[config.mk]
export PLATFORM = sky130hd
export DESIGN_NAME = serial_engine
export DESIGN_NICKNAME = d
export VERILOG_FILES = /design/src/hw/serial_engine_pkg.sv /design/src/hw/serial_engine.sv /design/src/hw/address_matcher.sv
export VERILOG_INCLUDE_DIRS = /design/src /design/src/hw
export SDC_FILE = /design/constraint.sdc
export NUM_CORES = 1
export LEC_CHECK = 0
export BUFFER_PORTS_ARGS = -buffer_cell sky130_fd_sc_hd__buf_2
export CORE_MARGIN = 10
export CORE_UTILIZATION = 30
export CTS_CLUSTER_DIAMETER = 200
export DETAILED_ROUTE_END_ITERATION = 16
export PLACE_DENSITY = 0.48
export SYNTH_ARGS = -nofsm -noshare
export SYNTH_HDL_FRONTEND = slang
export SYNTH_SLANG_ARGS = --single-unit
[constraint.sdc]
create_clock -name sys_clk -period 2.7 [get_ports sys_clk]
set_input_delay 0.54 -clock sys_clk [delete_from_list [all_inputs] [get_ports sys_clk]]
set_output_delay 0.54 -clock sys_clk [all_outputs]
set_load 0.01 [all_outputs]
[src/hw/serial_engine_map.svh]
// Constants for the serial engine front end and its address matcher.
// Assumes a single 50 MHz system clock and no software-visible register bus.
//
// Behaviour
// - The transmit path holds one write buffer word ahead of the transmit shift register.
// - The receive path holds two completed words in a buffer behind the receive shift register.
// - The baud generator runs from the engine core clock or from an external clock, as configured.
// - Address comparison is present and active in the SPI and I2C operating modes.
// - The matcher offers single address, two addresses, or address with bit mask.
// - The comparison uses seven or eight address bits depending on the protocol mode.
// - In masked mode every bit set in the mask field is left out of the comparison.
// - An all-zero mask matches only addresses equal to the stored address in the compared bits (bit 7 is not compared in I2C mode).
// - An all-ones mask accepts every received address.
// - In two-address mode a match is either the address field or the mask field value.
`ifndef SERIAL_ENGINE_MAP_SVH
`define SERIAL_ENGINE_MAP_SVH

`define DATA_W        8
`define ADDR_W        8
`define BAUD_W        16
`define BIT_CNT_W     4
`define MODE_W        3
`define AMODE_W       2
`define MODE_USART    3'h1
`define MODE_SPI      3'h3
`define MODE_I2C      3'h5
`define AMODE_MASK    2'h0
`define AMODE_TWO     2'h1
`define AMODE_SINGLE  2'h2
`define AMODE_NONE    2'h3
`define TX_LAST_CNT   4'h8
`define RX_LAST_CNT   4'h7
`define I2C_ADDR_MSK  8'h7F
`define FULL_ADDR_MSK 8'hFF
`define BAUD_RESET    16'h0000

`endif

[src/hw/serial_engine_pkg.sv]
// Types for the serial engine front end.
// Assumes the constant header is compiled alongside.
package serial_engine_pkg;

  typedef enum logic [1:0]
  {
    SH_IDLE = 2'b00,
    SH_BUSY = 2'b01,
    SH_LAST = 2'b11
  } shift_state_t;

endpackage : serial_engine_pkg

[src/hw/serial_engine.sv]
// Serial engine front end: tx buffer, two-deep rx buffer, baud enable, address match.
// Assumes rx pins and the external clock come from outside the clock domain.
`timescale 1ns/1ps
`include "serial_engine_map.svh"

module serial_engine
(
  // Clock and reset
  input  wire logic                 sys_clk,
  input  wire logic                 resetn,
  // Configuration
  input  wire logic [`MODE_W-1:0]   mode,
  input  wire logic                 ext_clk_sel,
  input  wire logic                 ext_clk,
  input  wire logic [`BAUD_W-1:0]   baud_div,
  input  wire logic [`AMODE_W-1:0]  addr_mode,
  input  wire logic [`ADDR_W-1:0]   match_addr_field,
  input  wire logic [`ADDR_W-1:0]   match_mask_field,
  // Transmit word
  input  wire logic                 tx_valid,
  input  wire logic [`DATA_W-1:0]   tx_data,
  output logic                      tx_ready,
  output logic                      tx_line,
  // Receive line
  input  wire logic                 rx_line,
  input  wire logic                 rx_is_addr,
  // Receive word
  output logic                      rx_valid,
  output logic [`DATA_W-1:0]        rx_data,
  input  wire logic                 rx_pop,
  output logic                      rx_overflow,
  // Address result
  output logic                      addr_done,
  output logic                      addr_hit
);

  // ****************************************
  // Input synchronisers and baud enable
  // ****************************************
  logic [1:0] rx_sync_q, rx_sync_d;
  logic [1:0] ex_sync_q, ex_sync_d;
  logic       ex_prev_q, ex_prev_d;
  logic       isa_sync0_q, isa_sync1_q, isa_sync0_d, isa_sync1_d;
  logic [`BAUD_W-1:0] baud_cnt_q, baud_cnt_d;
  logic       tick;

  always_comb
  begin
    rx_sync_d   = {rx_sync_q[0], rx_line};
    ex_sync_d   = {ex_sync_q[0], ext_clk};
    ex_prev_d   = ex_sync_q[1];
    isa_sync0_d = rx_is_addr;
    isa_sync1_d = isa_sync0_q;
    baud_cnt_d  = baud_cnt_q;
    tick        = 1'b0;
    if (ext_clk_sel)
    begin
      tick = ex_sync_q[1] & ~ex_prev_q;
    end
    else if (baud_cnt_q >= baud_div)
    begin
      baud_cnt_d = `BAUD_RESET;
      tick       = 1'b1;
    end
    else
    begin
      baud_cnt_d = baud_cnt_q + 16'h0001;
    end
  end

  always_ff @(posedge sys_clk or negedge resetn)
  begin
    if (!resetn)
    begin
      rx_sync_q   <= 2'h3;
      ex_sync_q   <= 2'h0;
      ex_prev_q   <= 1'b0;
      isa_sync0_q <= 1'b0;
      isa_sync1_q <= 1'b0;
      baud_cnt_q  <= `BAUD_RESET;
    end
    else
    begin
      rx_sync_q   <= rx_sync_d;
      ex_sync_q   <= ex_sync_d;
      ex_prev_q   <= ex_prev_d;
      isa_sync0_q <= isa_sync0_d;
      isa_sync1_q <= isa_sync1_d;
      baud_cnt_q  <= baud_cnt_d;
    end
  end

  // ****************************************
  // Transmit path
  // ****************************************
  logic [`DATA_W-1:0]    txb_q, txb_d;
  logic                  txb_full_q, txb_full_d;
  logic [`DATA_W:0]      txs_q, txs_d;
  logic [`BIT_CNT_W-1:0] txc_q, txc_d;
  serial_engine_pkg::shift_state_t txst_q, txst_d;
  logic                  tx_line_q, tx_line_d;

  always_comb
  begin
    txb_d      = txb_q;
    txb_full_d = txb_full_q;
    txs_d      = txs_q;
    txc_d      = txc_q;
    txst_d     = txst_q;
    tx_line_d  = tx_line_q;
    // one word waits in the write buffer
    if (tx_valid && !txb_full_q)
    begin
      txb_d      = tx_data;
      txb_full_d = 1'b1;
    end
    unique case (txst_q)
      serial_engine_pkg::SH_IDLE:
      begin
        tx_line_d = 1'b1;
        if (txb_full_q && tick)
        begin
          // Start bit then data, lsb first
          txs_d      = {txb_q, 1'b0};
          txc_d      = 4'h0;
          txb_full_d = 1'b0;
          txst_d     = serial_engine_pkg::SH_BUSY;
        end
      end
      serial_engine_pkg::SH_BUSY:
      begin
        if (tick)
        begin
          tx_line_d = txs_q[0];
          txs_d     = {1'b1, txs_q[`DATA_W:1]};
          txc_d     = txc_q + 4'h1;
          if (txc_q == `TX_LAST_CNT)
          begin
            txst_d = serial_engine_pkg::SH_LAST;
          end
        end
      end
      serial_engine_pkg::SH_LAST:
      begin
        if (tick)
        begin
          // Stop bit
          tx_line_d = 1'b1;
          txst_d    = serial_engine_pkg::SH_IDLE;
        end
      end
      default: txst_d = serial_engine_pkg::SH_IDLE;
    endcase
  end

  always_ff @(posedge sys_clk or negedge resetn)
  begin
    if (!resetn)
    begin
      txb_q      <= 8'h00;
      txb_full_q <= 1'b0;
      txs_q      <= 9'h1FF;
      txc_q      <= 4'h0;
      txst_q     <= serial_engine_pkg::SH_IDLE;
      tx_line_q  <= 1'b1;
    end
    else
    begin
      txb_q      <= txb_d;
      txb_full_q <= txb_full_d;
      txs_q      <= txs_d;
      txc_q      <= txc_d;
      txst_q     <= txst_d;
      tx_line_q  <= tx_line_d;
    end
  end

  assign tx_line = tx_line_q;

  // ****************************************
  // Receive shift register
  // ****************************************
  logic [`DATA_W-1:0]    rxs_q, rxs_d;
  logic [`BIT_CNT_W-1:0] rxc_q, rxc_d;
  serial_engine_pkg::shift_state_t rxst_q, rxst_d;
  logic                  word_done;

  always_comb
  begin
    rxs_d     = rxs_q;
    rxc_d     = rxc_q;
    rxst_d    = rxst_q;
    word_done = 1'b0;
    unique case (rxst_q)
      serial_engine_pkg::SH_IDLE:
      begin
        if (tick && !rx_sync_q[1])
        begin
          rxc_d  = 4'h0;
          rxst_d = serial_engine_pkg::SH_BUSY;
        end
      end
      serial_engine_pkg::SH_BUSY:
      begin
        if (tick)
        begin
          rxs_d = {rx_sync_q[1], rxs_q[`DATA_W-1:1]};
          rxc_d = rxc_q + 4'h1;
          if (rxc_q == `RX_LAST_CNT)
          begin
            rxst_d = serial_engine_pkg::SH_LAST;
          end
        end
      end
      serial_engine_pkg::SH_LAST:
      begin
        if (tick)
        begin
          word_done = 1'b1;
          rxst_d    = serial_engine_pkg::SH_IDLE;
        end
      end
      default: rxst_d = serial_engine_pkg::SH_IDLE;
    endcase
  end

  always_ff @(posedge sys_clk or negedge resetn)
  begin
    if (!resetn)
    begin
      rxs_q  <= 8'h00;
      rxc_q  <= 4'h0;
      rxst_q <= serial_engine_pkg::SH_IDLE;
    end
    else
    begin
      rxs_q  <= rxs_d;
      rxc_q  <= rxc_d;
      rxst_q <= rxst_d;
    end
  end

  // ****************************************
  // Two-level receive buffer
  // ****************************************
  logic [`DATA_W-1:0] rxbuf_q [2];
  logic [`DATA_W-1:0] rxbuf_d [2];
  logic [1:0]         rxn_q, rxn_d;
  logic               ovf_q, ovf_d;
  logic               data_word;

  always_comb
  begin
    rxbuf_d   = rxbuf_q;
    rxn_d     = rxn_q;
    ovf_d     = ovf_q;
    data_word = word_done && !isa_sync1_q;
    if (rx_pop && rxn_q != 2'h0)
    begin
      rxbuf_d[0] = rxbuf_q[1];
      rxn_d      = rxn_q - 2'h1;
    end
    if (data_word)
    begin
      if (rxn_d == 2'h2)
      begin
        ovf_d = 1'b1;
      end
      else
      begin
        rxbuf_d[rxn_d[0]] = rxs_q;
        rxn_d             = rxn_d + 2'h1;
      end
    end
    else if (rx_pop)
    begin
      ovf_d = 1'b0;
    end
  end

  always_ff @(posedge sys_clk or negedge resetn)
  begin
    if (!resetn)
    begin
      rxbuf_q[0] <= 8'h00;
      rxbuf_q[1] <= 8'h00;
      rxn_q      <= 2'h0;
      ovf_q      <= 1'b0;
    end
    else
    begin
      rxbuf_q <= rxbuf_d;
      rxn_q   <= rxn_d;
      ovf_q   <= ovf_d;
    end
  end

  // ****************************************
  // Address match and outputs
  // ****************************************
  logic hit_raw;
  logic done_q, done_d;
  logic hit_q, hit_d;
  logic txr_q, txr_d;
  logic rxv_q, rxv_d;
  logic [`DATA_W-1:0] rxd_q, rxd_d;

  address_matcher u_match
  (
    .mode             (mode),
    .addr_mode        (addr_mode),
    .match_addr_field (match_addr_field),
    .match_mask_field (match_mask_field),
    .rx_addr          (rxs_q),
    .hit              (hit_raw)
  );

  always_comb
  begin
    done_d = word_done && isa_sync1_q;
    hit_d  = (word_done && isa_sync1_q) ? hit_raw : hit_q;
    txr_d  = !txb_full_d;
    rxv_d  = rxn_d != 2'h0;
    rxd_d  = rxbuf_d[0];
  end

  always_ff @(posedge sys_clk or negedge resetn)
  begin
    if (!resetn)
    begin
      done_q <= 1'b0;
      hit_q  <= 1'b0;
      txr_q  <= 1'b1;
      rxv_q  <= 1'b0;
      rxd_q  <= 8'h00;
    end
    else
    begin
      done_q <= done_d;
      hit_q  <= hit_d;
      txr_q  <= txr_d;
      rxv_q  <= rxv_d;
      rxd_q  <= rxd_d;
    end
  end

  assign addr_done   = done_q;
  assign addr_hit    = hit_q;
  assign tx_ready    = txr_q;
  assign rx_valid    = rxv_q;
  assign rx_data     = rxd_q;
  assign rx_overflow = ovf_q;

endmodule : serial_engine

[src/hw/address_matcher.sv]
// Address compare unit for SPI and I2C modes.
// Assumes address, mask and mode are stable while a received address is strobed.
`timescale 1ns/1ps
`include "serial_engine_map.svh"

module address_matcher
(
  // Configuration
  input  wire logic [`MODE_W-1:0]  mode,
  input  wire logic [`AMODE_W-1:0] addr_mode,
  input  wire logic [`ADDR_W-1:0]  match_addr_field,
  input  wire logic [`ADDR_W-1:0]  match_mask_field,
  // Received address
  input  wire logic [`ADDR_W-1:0]  rx_addr,
  // Result
  output logic                     hit
);

  logic [`ADDR_W-1:0] width_mask;
  logic               proto_ok;
  logic [`ADDR_W-1:0] diff_a;
  logic [`ADDR_W-1:0] diff_b;

  always_comb
  begin
    width_mask = (mode == `MODE_I2C) ? `I2C_ADDR_MSK : `FULL_ADDR_MSK;
    proto_ok   = (mode == `MODE_SPI) || (mode == `MODE_I2C);
    diff_a     = (rx_addr ^ match_addr_field) & width_mask;
    diff_b     = (rx_addr ^ match_mask_field) & width_mask;
    hit        = 1'b0;
    unique case (addr_mode)
      `AMODE_MASK:   hit = proto_ok && ((diff_a & ~match_mask_field) == '0);
      `AMODE_TWO:    hit = proto_ok && ((diff_a == '0) || (diff_b == '0));
      `AMODE_SINGLE: hit = proto_ok && (diff_a == '0);
      default:       hit = 1'b0;
    endcase
  end

endmodule : address_matcher

**After elaboration in Yosys (flattened, before gate mapping)**

Cells that the tools add are included.

- Bits in registers: 85
- Latch bits: 0
- Bits in writable memories: 0
- Memory bits (read-only): 0
- Input bits: 53
- Output and inout port bits: 14
- Word-level logic and storage cells: 140
- Memories: 0

- Add/sub/neg operators: 5
- $mul: 0
- Div/mod/pow operators: 0
- Magnitude comparators: 3
- Equal/unequal tests: 20
- Shifts and indexed selects: 0
- Mux-type cells: 43
- Bitwise operators: 10
- Reduce and logical (&&, ||, !) cells: 36

Operator list:

| operator | number |
|---|---|
| $mux 16 | 3 |
| $and 8x8->8 | 3 |
| $logic_not 8->1 | 3 |
| $mux 8 | 3 |
| $mux 2 | 10 |
| $mux 9 | 2 |
| $pmux 9 s2 | 1 |
| $add 16x1->16 const B | 1 |
| $bwmux 16 | 1 |
| $ge 16x16->1 | 1 |
| $mux 4 | 4 |
| $ne 2x2->1 const B | 8 |
| $pmux 4 s2 | 2 |
| $xor 8x8->8 | 2 |
| $mux 1 | 12 |
| $pmux 2 s3 | 2 |
| $logic_and 1x1->1 | 10 |
| $reduce_bool 2->1 | 5 |
| $reduce_and 3->1 | 3 |
| $add 4x1->4 const B | 2 |
| $demux 8 s1 | 1 |
| $eq 2x2->1 const B | 4 |
| $not 8->8 | 1 |
| $reduce_and 4->1 | 2 |
| 19 further kinds | 31 |

**Depth between registers and ports, before layout**

- Depth after elaboration: 11
- Mapped depth: 10
- Mapped depth without buffers: 9

**By module**

From an unflattened synthesis, not the netlist that was laid out.

- Cell total of the unflattened synthesis: 406
- Area, all modules: 4,689.5 um2

By module, submodules not included:

| module | instances | cells an instance | area each (um2) | seq. area each (um2) |
|---|---|---|---|---|
| serial_engine | 1 | 364 | 4,367.9 | 2,143.3 |
| address_matcher | 1 | 42 | 321.6 | 0.0 |

**Least setup slack after synthesis**

Ideal clock, no wire load.

- Kind: input to register
- From: input baud_div[13]
- To: register rxs_q[0]
- Setup time: 125 ps
- Arrival time: 2,554 ps
- Data required time: 2,575 ps
- Path slack: 22 ps
- Stages: 9
- Path buffers: 1
- Cell sequence: inv_1 ha_1 nand4_1 or3_1 o311a_1 a21oi_4 and3b_1 buf_4 mux2_2

- Cells in the longest elaborated chain, start to end: 4

Ends and longest elaborated chain:

| element | line | text |
|---|---|---|
| start: declaration | serial_engine.sv:15 | `` input wire logic [`BAUD_W-1:0] baud_div, `` |
| $ge 16x16->1 | serial_engine.sv:60 | `else if (baud_cnt_q >= baud_div)` |
| $mux 1 | serial_engine.sv:60 |  |
| $mux 1 | serial_engine.sv:56 | `if (ext_clk_sel)` |
| $reduce_and 2->1 (no line) | n/a |  |
| end signal: assignment | serial_engine.sv:237 | `rxs_q <= rxs_d;` |
| end: declaration | serial_engine.sv:183 | `` logic [`DATA_W-1:0] rxs_q, rxs_d; `` |

Every way passes these cells.
A chain may end at the register's enable or synchronous reset.

**Worst setup path after layout**

- From: register baud_cnt_q[9]
- To: register hit_q, in the netlist addr_hit

- Cells in the longest elaborated chain, start to end: 6

Ends and longest elaborated chain:

| element | line | text |
|---|---|---|
| start: declaration | serial_engine.sv:44 | `` logic [`BAUD_W-1:0] baud_cnt_q, baud_cnt_d; `` |
| start signal: assignment | serial_engine.sv:80 | `` baud_cnt_q <= `BAUD_RESET; `` |
| start signal: assignment | serial_engine.sv:89 | `baud_cnt_q <= baud_cnt_d;` |
| $ge 16x16->1 | serial_engine.sv:60 |  |
| $mux 1 | serial_engine.sv:60 |  |
| $mux 1 | serial_engine.sv:56 |  |
| $mux 1 | serial_engine.sv:217 | `if (tick)` |
| $mux 1 | serial_engine.sv:194 | `unique case (rxst_q)` |
| $logic_and 1x1->1 | n/a |  |
| net done_d | serial_engine.sv:302 | `logic done_q, done_d;` |
| end signal: assignment | serial_engine.sv:340 | `hit_q <= hit_d;` |
| end: declaration | serial_engine.sv:303 | `logic hit_q, hit_d;` |

The timed path passes the listed nets, and every way through them passes these cells.

==> results.toml <==
[synthesis]
netlist_top_cells_area = "dfrtp_1 (39%), mux2_2 (10%), dfstp_2 (7.4%), ha_1 (7.0%), a21oi_1 (3.0%)"
synth_ff_type = "dfrtp_1"
synth-xor-area-share_pct = 3.98
synth_top_family_by_area = "simple AND/OR/NAND/NOR gates"
yosys_register_bits = 85
yosysWarnings = 0
synth-edff-count = 0
syn_inst = 431
synth_area_per_cell_um2 = 10.7
yosys.area.top_type = "dfrtp_1"
async_reset_ff_share_pct = 100
synth_fa_ha_area_share_pct = 7.04
netlist_area_um2 = 4620
yosysUniqueCellTypes = 57
synthSimpleGateAreaFrac_pct = 13.3
synthMuxAreaShare_pct = 13.1
synth_compound_area_share_pct = 10.8
syn-num-nets = 510
synth_top_area_share_pct = 39.0
ys_seq_area_share_pct = 46.4

[die]
start_util_pct = 30.5
core_um2 = 15100
die-area_um2 = 20800
ios = 67
dieWidth_um = 144
die_y_um = 144
core.rowCount = 45

[timing]
post-route-period-util_pct = 97.8
finalMaxSlewViolations = 0
finalSetupTns_ps = 0
hold_viol = 0
rsz0062_at_grt = "yes"
clock_skew_ps = 8.66
setup_ws_ps = 58.9
whs_ps = 214
setup_viol = 0
slew_headroom_pct = 57.5
worst_slew_pin_slew_ps = 636
fin_crit_ps = 2640
fmax_mhz = 379

[global_routing]
grt.total_usage_pct = 10.3
grt_max_degree = 47
grt_pass1_wl_um = 17400
gr-total-overflow = 0
grt_pass1_vias = 3685
antenna_found_initial = 0

[power]
powerDensity_nw_per_um2 = 841
leakage_nw = 2.79
max-vdd-ir-drop_uv = 408

[finish]
nFillCells = 1465
area_delta_synth_final_pct = 24.8
nets = 607
layout_common_cells = "dfrtp_1 (72), buf_2 (65), mux2_2 (43)"
design_area_um2 = 5770
drive_gt1_share_pct = 36.4
antenna_cells = 0
mostFrequentLayoutCell = "dfrtp_1"

[worst_setup_path]
cp_top_family = "simple AND/OR/NAND/NOR gates"
critPathCaptureType = "register"
criticalPathCategory = "register to register"
cp.buffers_inverters = 1
required_ps = 2930
cp_data_arrival_time_ps = 2870
path_max_fanout = 6
slowest_delay_ps = 430
crit_chain = "ha_4, nand4_1, or3_4, o311a_4, a21oi_4, buf_12, and4_1, mux2_2"
cp_slowest_cell = "dfrtp_1"
start_kind = "register"

[routing]
wl_per_cell_um = 14.5
num_vias = 3467
drc = 0
drt_iter0_drc = 183
antenna_left = 0
drtPass1Iterations = 4
routed_wl_um = 10500
drt-vias-per-instance = 4.81

[placed_design]
port_buffers = 66
dp_hpwl_um = 7970
place_area_um2 = 5380
place_ws_ps = -371
place.gp.congestion = 0.830

[hold_path]
min_path_type = "primary input to async pin"

[cts]
cts_buffer_depth = 2
cts.sinks = 85
cts.clk_slew.worst_paths_ps = 60
cts_buffers = 9
cts_max_level = 3
cts_tree = "built"
root_buffer = "clkbuf_16"
insertion_delay_ps = 340

[run]
drv_cap = 0

[status]
status = "completed"
layout make-up:
cell class	count	area, um^2	area share (%)
timing repair buffer	108	686	11.9
clock inverter	5	60.1	1.04
sequential	85	2140	37.2
clock buffer	11	243	4.21
multi-input combinational	292	2280	39.6
tap	188	235	4.08
inverter	32	120	2.08
logic make-up (layout without fill, tap and decap cells):
family,after synthesis,count (layout)
mux,55,55
fa+ha+maj,26,26
xor+xnor,21,21
buf+inv,54,156
simple gates,110,110
compound gates,80,80
flops,85,85
layer usage:
| layer | vias to the layer above | global-route usage [%] | part of all wire [%] |
|---|---|---|---|
| li1 | 1710 | - | - |
| met1 | 1685 | 13.0 | 46 |
| met2 | 58 | 16.8 | 48 |
| met3 | 14 | 2.30 | 4.1 |
| met4 | 0 | 4.10 | 1.5 |
| met5 | - | 0 | 0 |
worst reg2reg max path, stage by stage (launching register included):
cell,delay (ps)
dfrtp_1,430
ha_4,290
nand4_1,120
or3_4,400
o311a_4,350
a21oi_4,190
buf_12,150
and4_1,260
mux2_2,340
where the power goes:
part           switching [mW]  internal, mW  total (mW)
Clock                   0.514         0.742        1.26
Sequential              0.338          1.70        2.04
Combinational           0.717         0.839        1.56
Total                    1.57          3.28        4.85
through the flow:
stage / std cells / total power, mW / utilization, %
final: 721 / 4.85 / 38.1
after global routing: 721 / 5.20 / 38.1
after CTS: 717 / 4.91 / 37.6
after detailed placement: 701 / 3.62 / 35.5
after global placement: 701 / 3.55 / 35.5
after floorplan: 431 / 3.12 / -
registers in the layout, summed over array words and instances (netlist names), 4 cells and up, named ones only:
register / count
txb_q: 8
rxs_q: 8
rxc_q: 4
txs_q: 9
rx_data: 8
txc_q: 4
baud_cnt_q: 16
final timing paths:
path,depth (start not counted),startpoint,endpoint,slack (ps)
worst max-delay path,8,baud_cnt_q[9]$_DFFE_PN0N_,addr_hit$_DFFE_PN0P_,60
worst min-delay path,1,resetn,rx_data[3]$_DFF_PN0_,210
worst max register to register,8,baud_cnt_q[9]$_DFFE_PN0N_,addr_hit$_DFFE_PN0P_,60
worst min register to register,0,ex_sync_q[0]$_DFF_PN0_,ex_sync_q[1]$_DFF_PN0_,350
max in group asynchronous,2,resetn,tx_ready$_DFF_PN1_,1840
min in group sys_clk,1,rx_line,rx_sync_q[0]$_DFF_PN1_,290
synth_stat cells, types with 4 or more instances:
cell type	number
o31ai_1	7
and3_1	10
mux2_2	43
dfrtp_1	72
xor2_1	10
or3_1	4
a21oi_1	28
mux2i_1	12
nor3_1	4
xnor2_1	11
clkbuf_1	8
nand4_1	7
buf_4	10
dfstp_2	13
ha_1	26
nor2b_1	5
inv_1	32
nor2_1	20
nand3_1	9
o21ai_0	19
nand2_1	24
repair_timing:
action | CTS | global route
setup buffers | 0 | 4
pin swaps | 0 | 3
gates resized for setup | 2 | 8
endpoints found under the setup margin | 9 | 30
hold buffers | 0 | 0
Note: power is estimated with default switching activity, not from simulation.
